--- config.mk ---
export PLATFORM = sky130hd
export DESIGN_NAME = rxpg_top
export DESIGN_NICKNAME = d
export VERILOG_FILES = /design/src/common/rxpg_pkg.sv /design/src/common/rxpg_page_if.sv /design/src/verilog/rxpg_top.sv /design/src/verilog/rxpg_page_state.sv
export SDC_FILE = /design/constraint.sdc
export NUM_CORES = 1
export LEC_CHECK = 0
export ABC_AREA = 1
export ABC_CLOCK_PERIOD_IN_PS = 3700
export BUFFER_PORTS_ARGS = -buffer_cell sky130_fd_sc_hd__buf_4
export CORE_ASPECT_RATIO = 0.9
export CORE_MARGIN = 3
export CORE_UTILIZATION = 55
export CTS_BUF_LIST = sky130_fd_sc_hd__clkbuf_4
export DETAILED_ROUTE_END_ITERATION = 7
export PLACE_DENSITY = 0.94
export SLEW_MARGIN = 25
export SYNTH_ARGS = -nofsm -noshare
export SYNTH_HDL_FRONTEND = slang
export SYNTH_HIERARCHICAL = 1
export SYNTH_SLANG_ARGS = --single-unit
--- constraint.sdc ---
create_clock -name clk_sys -period 3.7 [get_ports clk_sys]
set_clock_uncertainty 0.2 [all_clocks]
set_input_delay 0.925 -clock clk_sys [delete_from_list [all_inputs] [get_ports clk_sys]]
set_output_delay 0.925 -clock clk_sys [all_outputs]
set_load 0.01 [all_outputs]
--- src/common/rxpg_pkg.sv ---
// Constants, types and helpers for the receiver register paging block.
// Assumes one register clock; access sources are numbered locals first, then link ports.
package rxpg_pkg;

   // ==========================================================
   // Sizes
   localparam int NUM_PORTS = 4;
   localparam int NUM_LOCAL = 2;
   localparam int NUM_SRC = NUM_LOCAL + NUM_PORTS;
   localparam int SRC_W = 3;

   // ==========================================================
   // Offsets
   localparam logic [7:0] SEL_OFFSET = 8'h4C;
   localparam logic [7:0] STS1_OFFSET = 8'h4D;
   localparam logic [7:0] PAGE_A_LO = 8'h4D;
   localparam logic [7:0] PAGE_A_HI = 8'h7F;
   localparam logic [7:0] PAGE_B_LO = 8'hD0;
   localparam logic [7:0] PAGE_B_HI = 8'hDF;

   // ==========================================================
   // Field positions
   localparam int ARRIVAL_LSB = 6;
   localparam int READ_LSB = 4;
   localparam int WE_LSB = 0;
   localparam int STS_PORT_LSB = 6;

   // ==========================================================
   // Reset and fixed values
   localparam logic [1:0] LOCAL_READ_RST = 2'h0;
   localparam logic [3:0] LOCAL_WE_RST = 4'h0;
   localparam logic [1:0] LOCAL_ARRIVAL = 2'h0;
   localparam logic [7:0] UNMAPPED_RDATA = 8'h00;

   // ==========================================================
   // Types
   typedef enum logic [1:0] {
      KIND_NONE = 2'b00,
      KIND_SEL = 2'b01,
      KIND_PAGE = 2'b10
   } rxpg_kind_e;

   // ==========================================================
   // Helpers
   function automatic logic is_paged(input logic [7:0] addr);
      return (addr >= PAGE_A_LO && addr <= PAGE_A_HI) ||
             (addr >= PAGE_B_LO && addr <= PAGE_B_HI);
   endfunction : is_paged

   function automatic logic src_is_link(input logic [SRC_W-1:0] src);
      return src >= SRC_W'(NUM_LOCAL);
   endfunction : src_is_link

   function automatic logic [1:0] src_port(input logic [SRC_W-1:0] src);
      logic [SRC_W-1:0] d;
      d = src - SRC_W'(NUM_LOCAL);
      return d[1:0];
   endfunction : src_port

endpackage : rxpg_pkg

--- src/common/rxpg_page_if.sv ---
// Carrier between the access decoder and the per-source page state bank.
// Assumes both ends run on clk_sys.
`timescale 1ns/1ps
interface rxpg_page_if;
   logic [rxpg_pkg::SRC_W-1:0] src;
   logic sel_wr;
   logic [7:0] sel_wdata;
   logic [1:0] rd_port;
   logic [3:0] we_mask;

   modport ctrl (output src, output sel_wr, output sel_wdata, input rd_port, input we_mask);
   modport bank (input src, input sel_wr, input sel_wdata, output rd_port, output we_mask);
endinterface : rxpg_page_if

--- src/verilog/rxpg_top.sv ---
// Receiver register paging: decodes accesses, steers paged offsets to port blocks.
// Assumes register blocks answer blk_rdata combinationally from blk_addr.
`timescale 1ns/1ps
module rxpg_top (
   // Clock and reset
   input wire logic clk_sys,
   input wire logic rst,
   // Register access
   input wire logic acc_valid,
   input wire logic acc_write,
   input wire logic [rxpg_pkg::SRC_W-1:0] acc_src,
   input wire logic [7:0] acc_addr,
   input wire logic [7:0] acc_wdata,
   output logic acc_rvalid,
   output logic [7:0] acc_rdata,
   // Receiver port register blocks
   output logic [7:0] blk_addr,
   output logic [7:0] blk_wdata,
   output logic [3:0] blk_we,
   output logic [3:0] blk_re,
   input wire logic [7:0] blk_rdata [rxpg_pkg::NUM_PORTS]
);

   // ==========================================================
   // Page state bank
   rxpg_page_if pg ();

   rxpg_page_state u_state (
      .clk_sys(clk_sys),
      .rst(rst),
      .pg(pg)
   );

   // ==========================================================
   // Decode
   wire logic src_ok = acc_src < rxpg_pkg::SRC_W'(rxpg_pkg::NUM_SRC);
   wire logic take = acc_valid && src_ok;
   wire logic hit_sel = acc_addr == rxpg_pkg::SEL_OFFSET;
   wire logic hit_page = rxpg_pkg::is_paged(acc_addr);
   wire logic hit_sts = acc_addr == rxpg_pkg::STS1_OFFSET;
   wire logic from_link = rxpg_pkg::src_is_link(acc_src);
   wire logic [3:0] rd_onehot = 4'(1 << pg.rd_port);

   assign pg.src = acc_src;
   assign pg.sel_wr = take && acc_write && hit_sel;
   assign pg.sel_wdata = acc_wdata;

   wire logic [1:0] arrival_link_number =
      from_link ? rxpg_pkg::src_port(acc_src) : rxpg_pkg::LOCAL_ARRIVAL;
   wire logic [7:0] sel_rdata = {arrival_link_number, pg.rd_port, pg.we_mask};

   wire logic [3:0] next_blk_we = (take && acc_write && hit_page) ? pg.we_mask : 4'h0;
   wire logic [3:0] next_blk_re = (take && !acc_write && hit_page) ? rd_onehot : 4'h0;

   wire rxpg_pkg::rxpg_kind_e next_kind =
      hit_page ? rxpg_pkg::KIND_PAGE :
      hit_sel ? rxpg_pkg::KIND_SEL : rxpg_pkg::KIND_NONE;

   // ==========================================================
   // Stage one: strobes to blocks, read context
   logic s1_rd;
   logic s1_sts;
   logic [1:0] s1_port;
   logic [7:0] s1_sel_data;
   rxpg_pkg::rxpg_kind_e s1_kind;

   always_ff @(posedge clk_sys)
   begin
      if (rst)
      begin
         blk_addr <= 8'h00;
         blk_wdata <= 8'h00;
         blk_we <= 4'h0;
         blk_re <= 4'h0;
         s1_rd <= 1'b0;
         s1_sts <= 1'b0;
         s1_port <= 2'h0;
         s1_sel_data <= 8'h00;
         s1_kind <= rxpg_pkg::KIND_NONE;
      end
      else
      begin
         blk_addr <= acc_addr;
         blk_wdata <= acc_wdata;
         blk_we <= next_blk_we;
         blk_re <= next_blk_re;
         s1_rd <= take && !acc_write;
         s1_sts <= hit_sts;
         s1_port <= pg.rd_port;
         s1_sel_data <= sel_rdata;
         s1_kind <= next_kind;
      end
   end

   // ==========================================================
   // Stage two: read data return
   wire logic [7:0] page_raw = blk_rdata[s1_port];
   wire logic [7:0] page_rdata =
      s1_sts ? {s1_port, page_raw[rxpg_pkg::STS_PORT_LSB-1:0]} : page_raw;

   logic [7:0] next_rdata;
   always_comb
   begin
      unique case (s1_kind)
         rxpg_pkg::KIND_PAGE: next_rdata = page_rdata;
         rxpg_pkg::KIND_SEL: next_rdata = s1_sel_data;
         rxpg_pkg::KIND_NONE: next_rdata = rxpg_pkg::UNMAPPED_RDATA;
         default: next_rdata = rxpg_pkg::UNMAPPED_RDATA;
      endcase
   end

   always_ff @(posedge clk_sys)
   begin
      if (rst)
      begin
         acc_rvalid <= 1'b0;
         acc_rdata <= 8'h00;
      end
      else
      begin
         acc_rvalid <= s1_rd;
         acc_rdata <= s1_rd ? next_rdata : acc_rdata;
      end
   end
endmodule : rxpg_top

--- src/verilog/rxpg_page_state.sv ---
// Per-source page selection bank: one read selector and write mask per source.
// Assumes src is in range whenever sel_wr is high.
`timescale 1ns/1ps
module rxpg_page_state (
   // Clock and reset
   input wire logic clk_sys,
   input wire logic rst,
   // Decoder side
   rxpg_page_if.bank pg
);

   localparam int NSRC = rxpg_pkg::NUM_SRC;

   logic [1:0] sel_rd [NSRC];
   logic [3:0] sel_we [NSRC];

   // ==========================================================
   // Reset values per source
   function automatic logic [1:0] rst_rd(input int s);
      if (s >= rxpg_pkg::NUM_LOCAL)
         return 2'(s - rxpg_pkg::NUM_LOCAL);
      return rxpg_pkg::LOCAL_READ_RST;
   endfunction : rst_rd

   function automatic logic [3:0] rst_we(input int s);
      if (s >= rxpg_pkg::NUM_LOCAL)
         return 4'(1 << (s - rxpg_pkg::NUM_LOCAL));
      return rxpg_pkg::LOCAL_WE_RST;
   endfunction : rst_we

   // ==========================================================
   // State per source
   for (genvar s = 0; s < NSRC; s++)
   begin : g_src
      wire logic hit = pg.sel_wr && (pg.src == rxpg_pkg::SRC_W'(s));
      always_ff @(posedge clk_sys)
      begin
         if (rst)
         begin
            sel_rd[s] <= rst_rd(s);
            sel_we[s] <= rst_we(s);
         end
         else if (hit)
         begin
            sel_rd[s] <= pg.sel_wdata[rxpg_pkg::READ_LSB +: 2];
            sel_we[s] <= pg.sel_wdata[rxpg_pkg::WE_LSB +: 4];
         end
      end
   end

   // ==========================================================
   // Selection for the current source
   wire logic src_ok = pg.src < rxpg_pkg::SRC_W'(NSRC);
   assign pg.rd_port = src_ok ? sel_rd[pg.src] : rxpg_pkg::LOCAL_READ_RST;
   assign pg.we_mask = src_ok ? sel_we[pg.src] : rxpg_pkg::LOCAL_WE_RST;
endmodule : rxpg_page_state

==> results.tsv, run 1 <==
stage	metric	value	unit
worst_setup_path	Setup crit start kind	input port	
routing	ANT nets after route	0	
final_layout	Area Overhead vs Synth	22.9	%
timing	Worst slew margin	66.6	%
placed_design	IO buf count	87	
pwr	worst vdd ir	0.327	mV
timing	Max Slew Vio Count	0	
floorplanning	Chip Width	91.1	um
timing	Tcrit/Tclk final	69.4	%
floorplanning	Die Ht	82.6	um
routing	routed len/inst	14.4	um
timing	achievable frequency	0.390	GHz
worst_setup_path	Req. time, crit path	3.66	ns
pwr	clock network fraction of total power	30.8	%
clock_tree	CTS tree	done	
worst_setup_path	crit path from	acc_addr[7]	
final_layout	number of filler cells placed in the layout	485	
final_layout	n_diodes	0	
grt	pin count of the biggest net entering global routing	40	
timing	post-route minimum period	2.57	ns
synth	Synth Area in Compound Gates	3.04	%
final_layout	post-layout util	70.8	%
pwr	Int Pwr	0.00127	W
worst_setup_path	worst r2r path cells	8	
worst_setup_path	WP data arrival	2.52	ns
timing	worst setup margin	1.13	ns
worst_setup_path	crit path to	u_state/sel_we[5][2]	
clock_tree	Clk Latency, worst-skew pair	0.44	ns
timing	setup tns final	0	ns
synth	syn_nets	500	
synth	top-count cell post-synth	nand2_1	
run	max cap viols	0	
worst_setup_path	reg2reg setup slack	1.88	ns
pwr	Pwr per Cell Area	391	nW/um^2
pwr	P_leak	2.12	nW
final_layout	NumNets Final	590	
worst_setup_path	r2r startpoint	s1_port[0]	
synth	top cell type's share of synthesized area	30.2	%
run_status	outcome	finished clean	
timing	Least-Margin Pin Slew	0.501	ns
timing	final setup violation count	0	
grt	initial antenna violation count	0	
grt	vias in the first global route	3080	
routing	DRC Markers	0	
final_layout	area of the multi-input gates	1270	um^2
timing	Fin. Hold Viols	0	
final_layout	fraction of layout cells with a size suffix above 1	22.7	%
synth	number of flops mapped to enable cells by yosys	36	
final_layout	Finished Layout Cells	625	
placed_design	DP HPWL	6560	um
clock_tree	hold_buf cts	0	
grt	GRT overflow	0	
synth	Synth Warn #	6	
worst_setup_path	WS Path Type	input port to flop	
clock_tree	clk buf depth	2	
final_layout	register area	1980	um^2
synth	xor and xnor area share after synthesis	0	%
synth	Synth top cells by count	nand2_1 (151), nor2_1 (79), inv_1 (47)	
grt	Total GRT Usage	24.3	%
hold_path	hold path cells	2	
clock_tree	setup repair bufs after CTS	0	
placed_design	Placer Congestion	0.872	
worst_setup_path	Critical Path End Type	flop	
routing	routed vias	3261	
pwr	net switching power	0.000453	W
synth	register area share after synthesis	55.3	%
synth	main combinational cell family by area after synthesis	simple AND/OR/NAND/NOR gates	
synth	count of state elements after synthesis	81	
worst_setup_path	Worst R2R End	acc_rdata[7]	
synth	mux cell area share after synthesis	0	%
synth	syn_area_per_cell	8.09	um^2
synth	adder-cell share of the synthesized area	0.698	%
clock_tree	H-Tree Depth	3	
grt	global-route wire length before repair	14200	um
routing	DR vias/cell	5.22	
pwr	Switching Share	26.3	%
routing	Iter 0 DRT Violations	247	
clock_tree	CTS resizes	0	
placed_design	pre-CTS WS	0.706	ns
floorplanning	row count	27	
timing	RSZ-0062 raised after global routing	no	
synth	synth top area cells	edfxtp_1 (30%), dfxtp_1 (25%), nand2_1 (16%)	
clock_tree	CTS Buf Count	9	
synth	simple-gate share of the synthesized area	31.8	%
pwr	Flop pwr share	57.2	%
routing	DR pass1 iterations	5	
synth	Mapped Cells	443	
floorplanning	core area	6220	um^2
synth	Syn Std Cell Area	3580	um^2
hold_path	hold_sp	acc_rdata[0]	
clock_tree	Worst-path clk slew	0.12	ns
clock_tree	TritonCTS Sinks	81	
worst_setup_path	crit-path max FO	6	
synth	unique cell type count in the Yosys netlist	28	
routing	drt total wl	9020	um
synth	Most used DFF post-synth	dfxtp_1	
pwr	part of the power in combinational logic	11.9	%
synth	Yosys top cell by area	edfxtp_1	
floorplanning	IO Pins	88	
synth	asr flop ratio synth	0	%
floorplanning	die area	7520	um^2
clock_tree	CTS root buf	clkbuf_4	
hold_path	HP Class	flop to flop	
placed_design	placed insts	609	
floorplanning	Initial Utilization	57.6	%
## power by group through the flow
stage	Combinational [W]	Sequential, W	Clock [W]
finish	0.000205	0.000986	0.000531
global route	0.000227	0.000989	0.000577
floorplan	0.000113	0.00100	0
global placement	0.000194	0.00100	0
CTS	0.000205	0.000985	0.000544
detailed placement	0.000202	0.00100	0
## cells by family after synthesis
| group | after synthesis |
|---|---|
| simple gates | 273 |
| flops | 81 |
| buf+inv | 66 |
| compound gates | 21 |
| fa+ha+maj | 2 |
## sequential cells by signal (all words and copies together) (netlist names), 4 cells and up
| signal | cells |
|---|---|
| blk_re | 4 |
| blk_wdata | 8 |
| u_state/sel_we | 24 |
| u_state/sel_rd | 12 |
| s1_sel_data | 6 |
| blk_addr | 8 |
| acc_rdata | 8 |
| blk_we | 4 |
## layout make-up
cell class              count  area share (%)
flip-flops and latches     81            45.0
clock inverters             7            1.76
multi-input cells         296            28.9
well taps                  87            2.47
inverters                  52            4.43
clock buffers               9            1.53
repair buffers             93            15.9
## metrics by stage
stage	instance area [um^2]	total power, W	hold slack (ns)
after floorplan	3580	0.00112	0.287
after global placement	4260	0.00120	0.255
after detailed placement	4260	0.00121	0.263
after CTS	4400	0.00173	0.282
after global routing	4400	0.00179	0.307
final	4400	0.00172	0.279
## cells in the final DEF, fill, tap and decap left out
cell / n
dfxtp_1: 45
nor3b_1: 1
or2_2: 1
nand3_1: 19
clkinv_4: 2
edfxtp_1: 36
clkinv_1: 1
inv_4: 1
nor3_4: 1
bufinv_16: 1
nor2_1: 79
o21ai_0: 10
nand4_1: 10
or2_0: 3
inv_8: 1
buf_4: 93
nand2_2: 1
ha_1: 2
nor2_4: 3
a21oi_1: 10
nor3_2: 1
clkbuf_4: 9
inv_1: 47
a21oi_2: 1
inv_2: 5
nand3_2: 1
inv_6: 1
nor3_1: 2
nand2_1: 151
## worst min-delay path by stage
stage / slack, ns / endpoint
global route: 0.31 / acc_rdata[0]
floorplan: 0.29 / acc_rdata[3]
detailed placement: 0.26 / acc_rdata[0]
CTS: 0.28 / acc_rdata[0]
global placement: 0.26 / acc_rdata[3]
finish: 0.28 / acc_rdata[0]
## critical path, cell delays in order
cell,delay [ns]
buf_4,0.12
inv_1,0.08
nand2_1,0.06
nor3_1,0.18
nand4_1,0.15
nor3b_1,0.42
nand2_1,0.20
o21ai_0,0.19
buf_4,0.19
## layer usage
layer,share of wire (%),track usage [%],vias up
li1,-,-,1557
met5,0,0,-
met3,9.1,7.52,28
met4,3.0,13.6,0
met1,37,27.6,1489
met2,50,41.7,187
Note: power is estimated with default switching activity, not from simulation.
==> run 2: changes to the inputs <==
--- a/config.mk
+++ b/config.mk
@@ -6,7 +6,7 @@
 export NUM_CORES = 1
 export LEC_CHECK = 0
 export ABC_AREA = 1
-export ABC_CLOCK_PERIOD_IN_PS = 3700
+export ABC_CLOCK_PERIOD_IN_PS = 2500
 export BUFFER_PORTS_ARGS = -buffer_cell sky130_fd_sc_hd__buf_4
 export CORE_ASPECT_RATIO = 0.9
 export CORE_MARGIN = 3
==> constraint.sdc (replaced) <==
create_clock -name clk_sys -period 2.5 [get_ports clk_sys]
set_clock_uncertainty 0.2 [all_clocks]
set_input_delay 0.625 -clock clk_sys [delete_from_list [all_inputs] [get_ports clk_sys]]
set_output_delay 0.625 -clock clk_sys [all_outputs]
set_load 0.01 [all_outputs]
==> results.tsv, run 2 (synthesized netlist as in run 1, its figures left out) <==
stage	metric	value	unit
timing	Max Slew Vio Count	0	
final_layout	NumNets Final	600	
placed_design	Placed Area	4330	um^2
timing	achievable frequency	0.420	GHz
worst_setup_path	WS Path Type	input port to flop	
timing	Least-Margin Pin Slew	0.506	ns
floorplanning	core area	6220	um^2
placed_design	Placer Congestion	0.968	
timing	RSZ-0062 raised after global routing	no	
routing	DR pass1 iterations	5	
timing	post-route minimum period	2.38	ns
run	max cap viols	0	
clock_tree	setup repair bufs after CTS	0	
placed_design	IO buf count	87	
clock_tree	Clk Latency, worst-skew pair	0.43	ns
routing	routed len/inst	13.7	um
timing	Tcrit/Tclk final	95.2	%
grt	Total GRT Usage	23.6	%
clock_tree	hold_buf cts	0	
hold_path	HP Class	input port to flop	
clock_tree	Worst-path clk slew	0.12	ns
final_layout	commonest non-fill, non-tap cells in the layout	nand2_1 (151), buf_4 (103), nor2_1 (79), inv_1 (47), dfxtp_1 (45)	
final_layout	n_diodes	0	
pwr	Pwr per Cell Area	585	nW/um^2
timing	Fin. Hold Viols	0	
pwr	P_leak	2.18	nW
floorplanning	IO Pins	88	
final_layout	fraction of layout cells with a size suffix above 1	24.1	%
timing	Worst slew margin	66.2	%
routing	drt total wl	8700	um
clock_tree	CTS root buf	clkbuf_4	
final_layout	final instance area	4500	um^2
final_layout	Largest Register	u_state/sel_we	
worst_setup_path	WP data arrival	2.45	ns
final_layout	commonest non-fill, non-tap cell in the layout	nand2_1	
pwr	worst vdd ir	0.557	mV
routing	DR vias/cell	5.01	
floorplanning	Chip Width	91.1	um
routing	ANT nets after route	0	
routing	DRC Markers	0	
routing	routed vias	3184	
worst_setup_path	Setup crit start kind	input port	
grt	pin count of the biggest net entering global routing	25	
timing	setup tns final	0	ns
grt	global-route wire length before repair	13700	um
timing	worst setup margin	0.120	ns
run_status	outcome	finished clean	
worst_setup_path	Critical Path End Type	flop	
clock_tree	CTS resizes	0	
grt	vias in the first global route	2969	
clock_tree	CTS tree	done	
worst_setup_path	crit-path max FO	6	
final_layout	Top Registers	u_state/sel_we (24), u_state/sel_rd (12)	
clock_tree	TritonCTS Sinks	81	
clock_tree	H-Tree Depth	3	
worst_setup_path	Req. time, crit path	2.57	ns
final_layout	Area Overhead vs Synth	25.5	%
placed_design	DP HPWL	6660	um
timing	final setup violation count	0	
clock_tree	clk buf depth	2	
floorplanning	die area	7520	um^2
floorplanning	Die Ht	82.6	um
pwr	Tot Pwr	0.00263	W
routing	Iter 0 DRT Violations	226	
grt	GRT overflow	0	
grt	initial antenna violation count	0	
clock_tree	CTS Buf Count	9	
floorplanning	Initial Utilization	57.6	%
final_layout	number of flip-flops in the largest register	24	
placed_design	pre-CTS WS	-0.234	ns
floorplanning	row count	27	
[run 2: cell count changes in the layout (fill, tap and decap cells not counted), sizes merged]
cell	before	now
buf	93	103
bufinv	1	2
inv	55	53
clkbuf	9	10
[run 2: worst paths after layout]
kind	from	endpoint	slack, ns	cells after the start
setup reg to reg	s1_port[0]	acc_rdata[7]	0.72	8
hold / removal	acc_wdata[7]	blk_wdata[7]	0.20	3
hold reg to reg	acc_rdata[3]	acc_rdata[3]	0.27	2
setup / recovery	acc_addr[7]	u_state/sel_we[2][1]	0.12	11
[run 2: final cells by class]
| cell class | instances | area [um^2] |
|---|---|---|
| clock buffers | 10 | 75.1 |
| flip-flops and latches | 81 | 1980 |
| well taps | 87 | 109 |
| clock inverters | 6 | 90.1 |
| fillers | 483 | 1720 |
| multi-input cells | 296 | 1270 |
| repair buffers | 103 | 773 |
| inverters | 52 | 195 |
[run 2: where the power goes]
part           internal (W)  switching (W)
combinational      0.000136       0.000175
sequential          0.00143      0.0000252
clock              0.000422       0.000442
[run 2: metrics by stage]
stage                     util [%]  hold WS [ns]  cells
after floorplan                  -         0.287    443
after global placement        69.7         0.255    619
after detailed placement      69.7         0.260    619
after CTS                     72.4         0.185    635
after global routing          72.4         0.175    635
final                         72.4         0.200    635
[run 2: critical path: stages]
cell     delay, ns
buf_4         0.12
inv_1         0.06
nand2_1       0.05
nor3_1        0.25
nand4_1       0.19
nor3b_1       0.36
buf_4         0.19
nand2_2       0.10
inv_1         0.15
nand3_1       0.21
nor2_1        0.16
[run 2: per-layer routing]
layer	global-route usage (%)	share of wire, %	up-vias	routed length, um
met5	0	0	-	0
met4	9.49	1.7	0	148
met3	7.70	9.7	18	845
met2	41.2	50	162	4310
met1	27.4	39	1426	3390
li1	-	-	1578	-
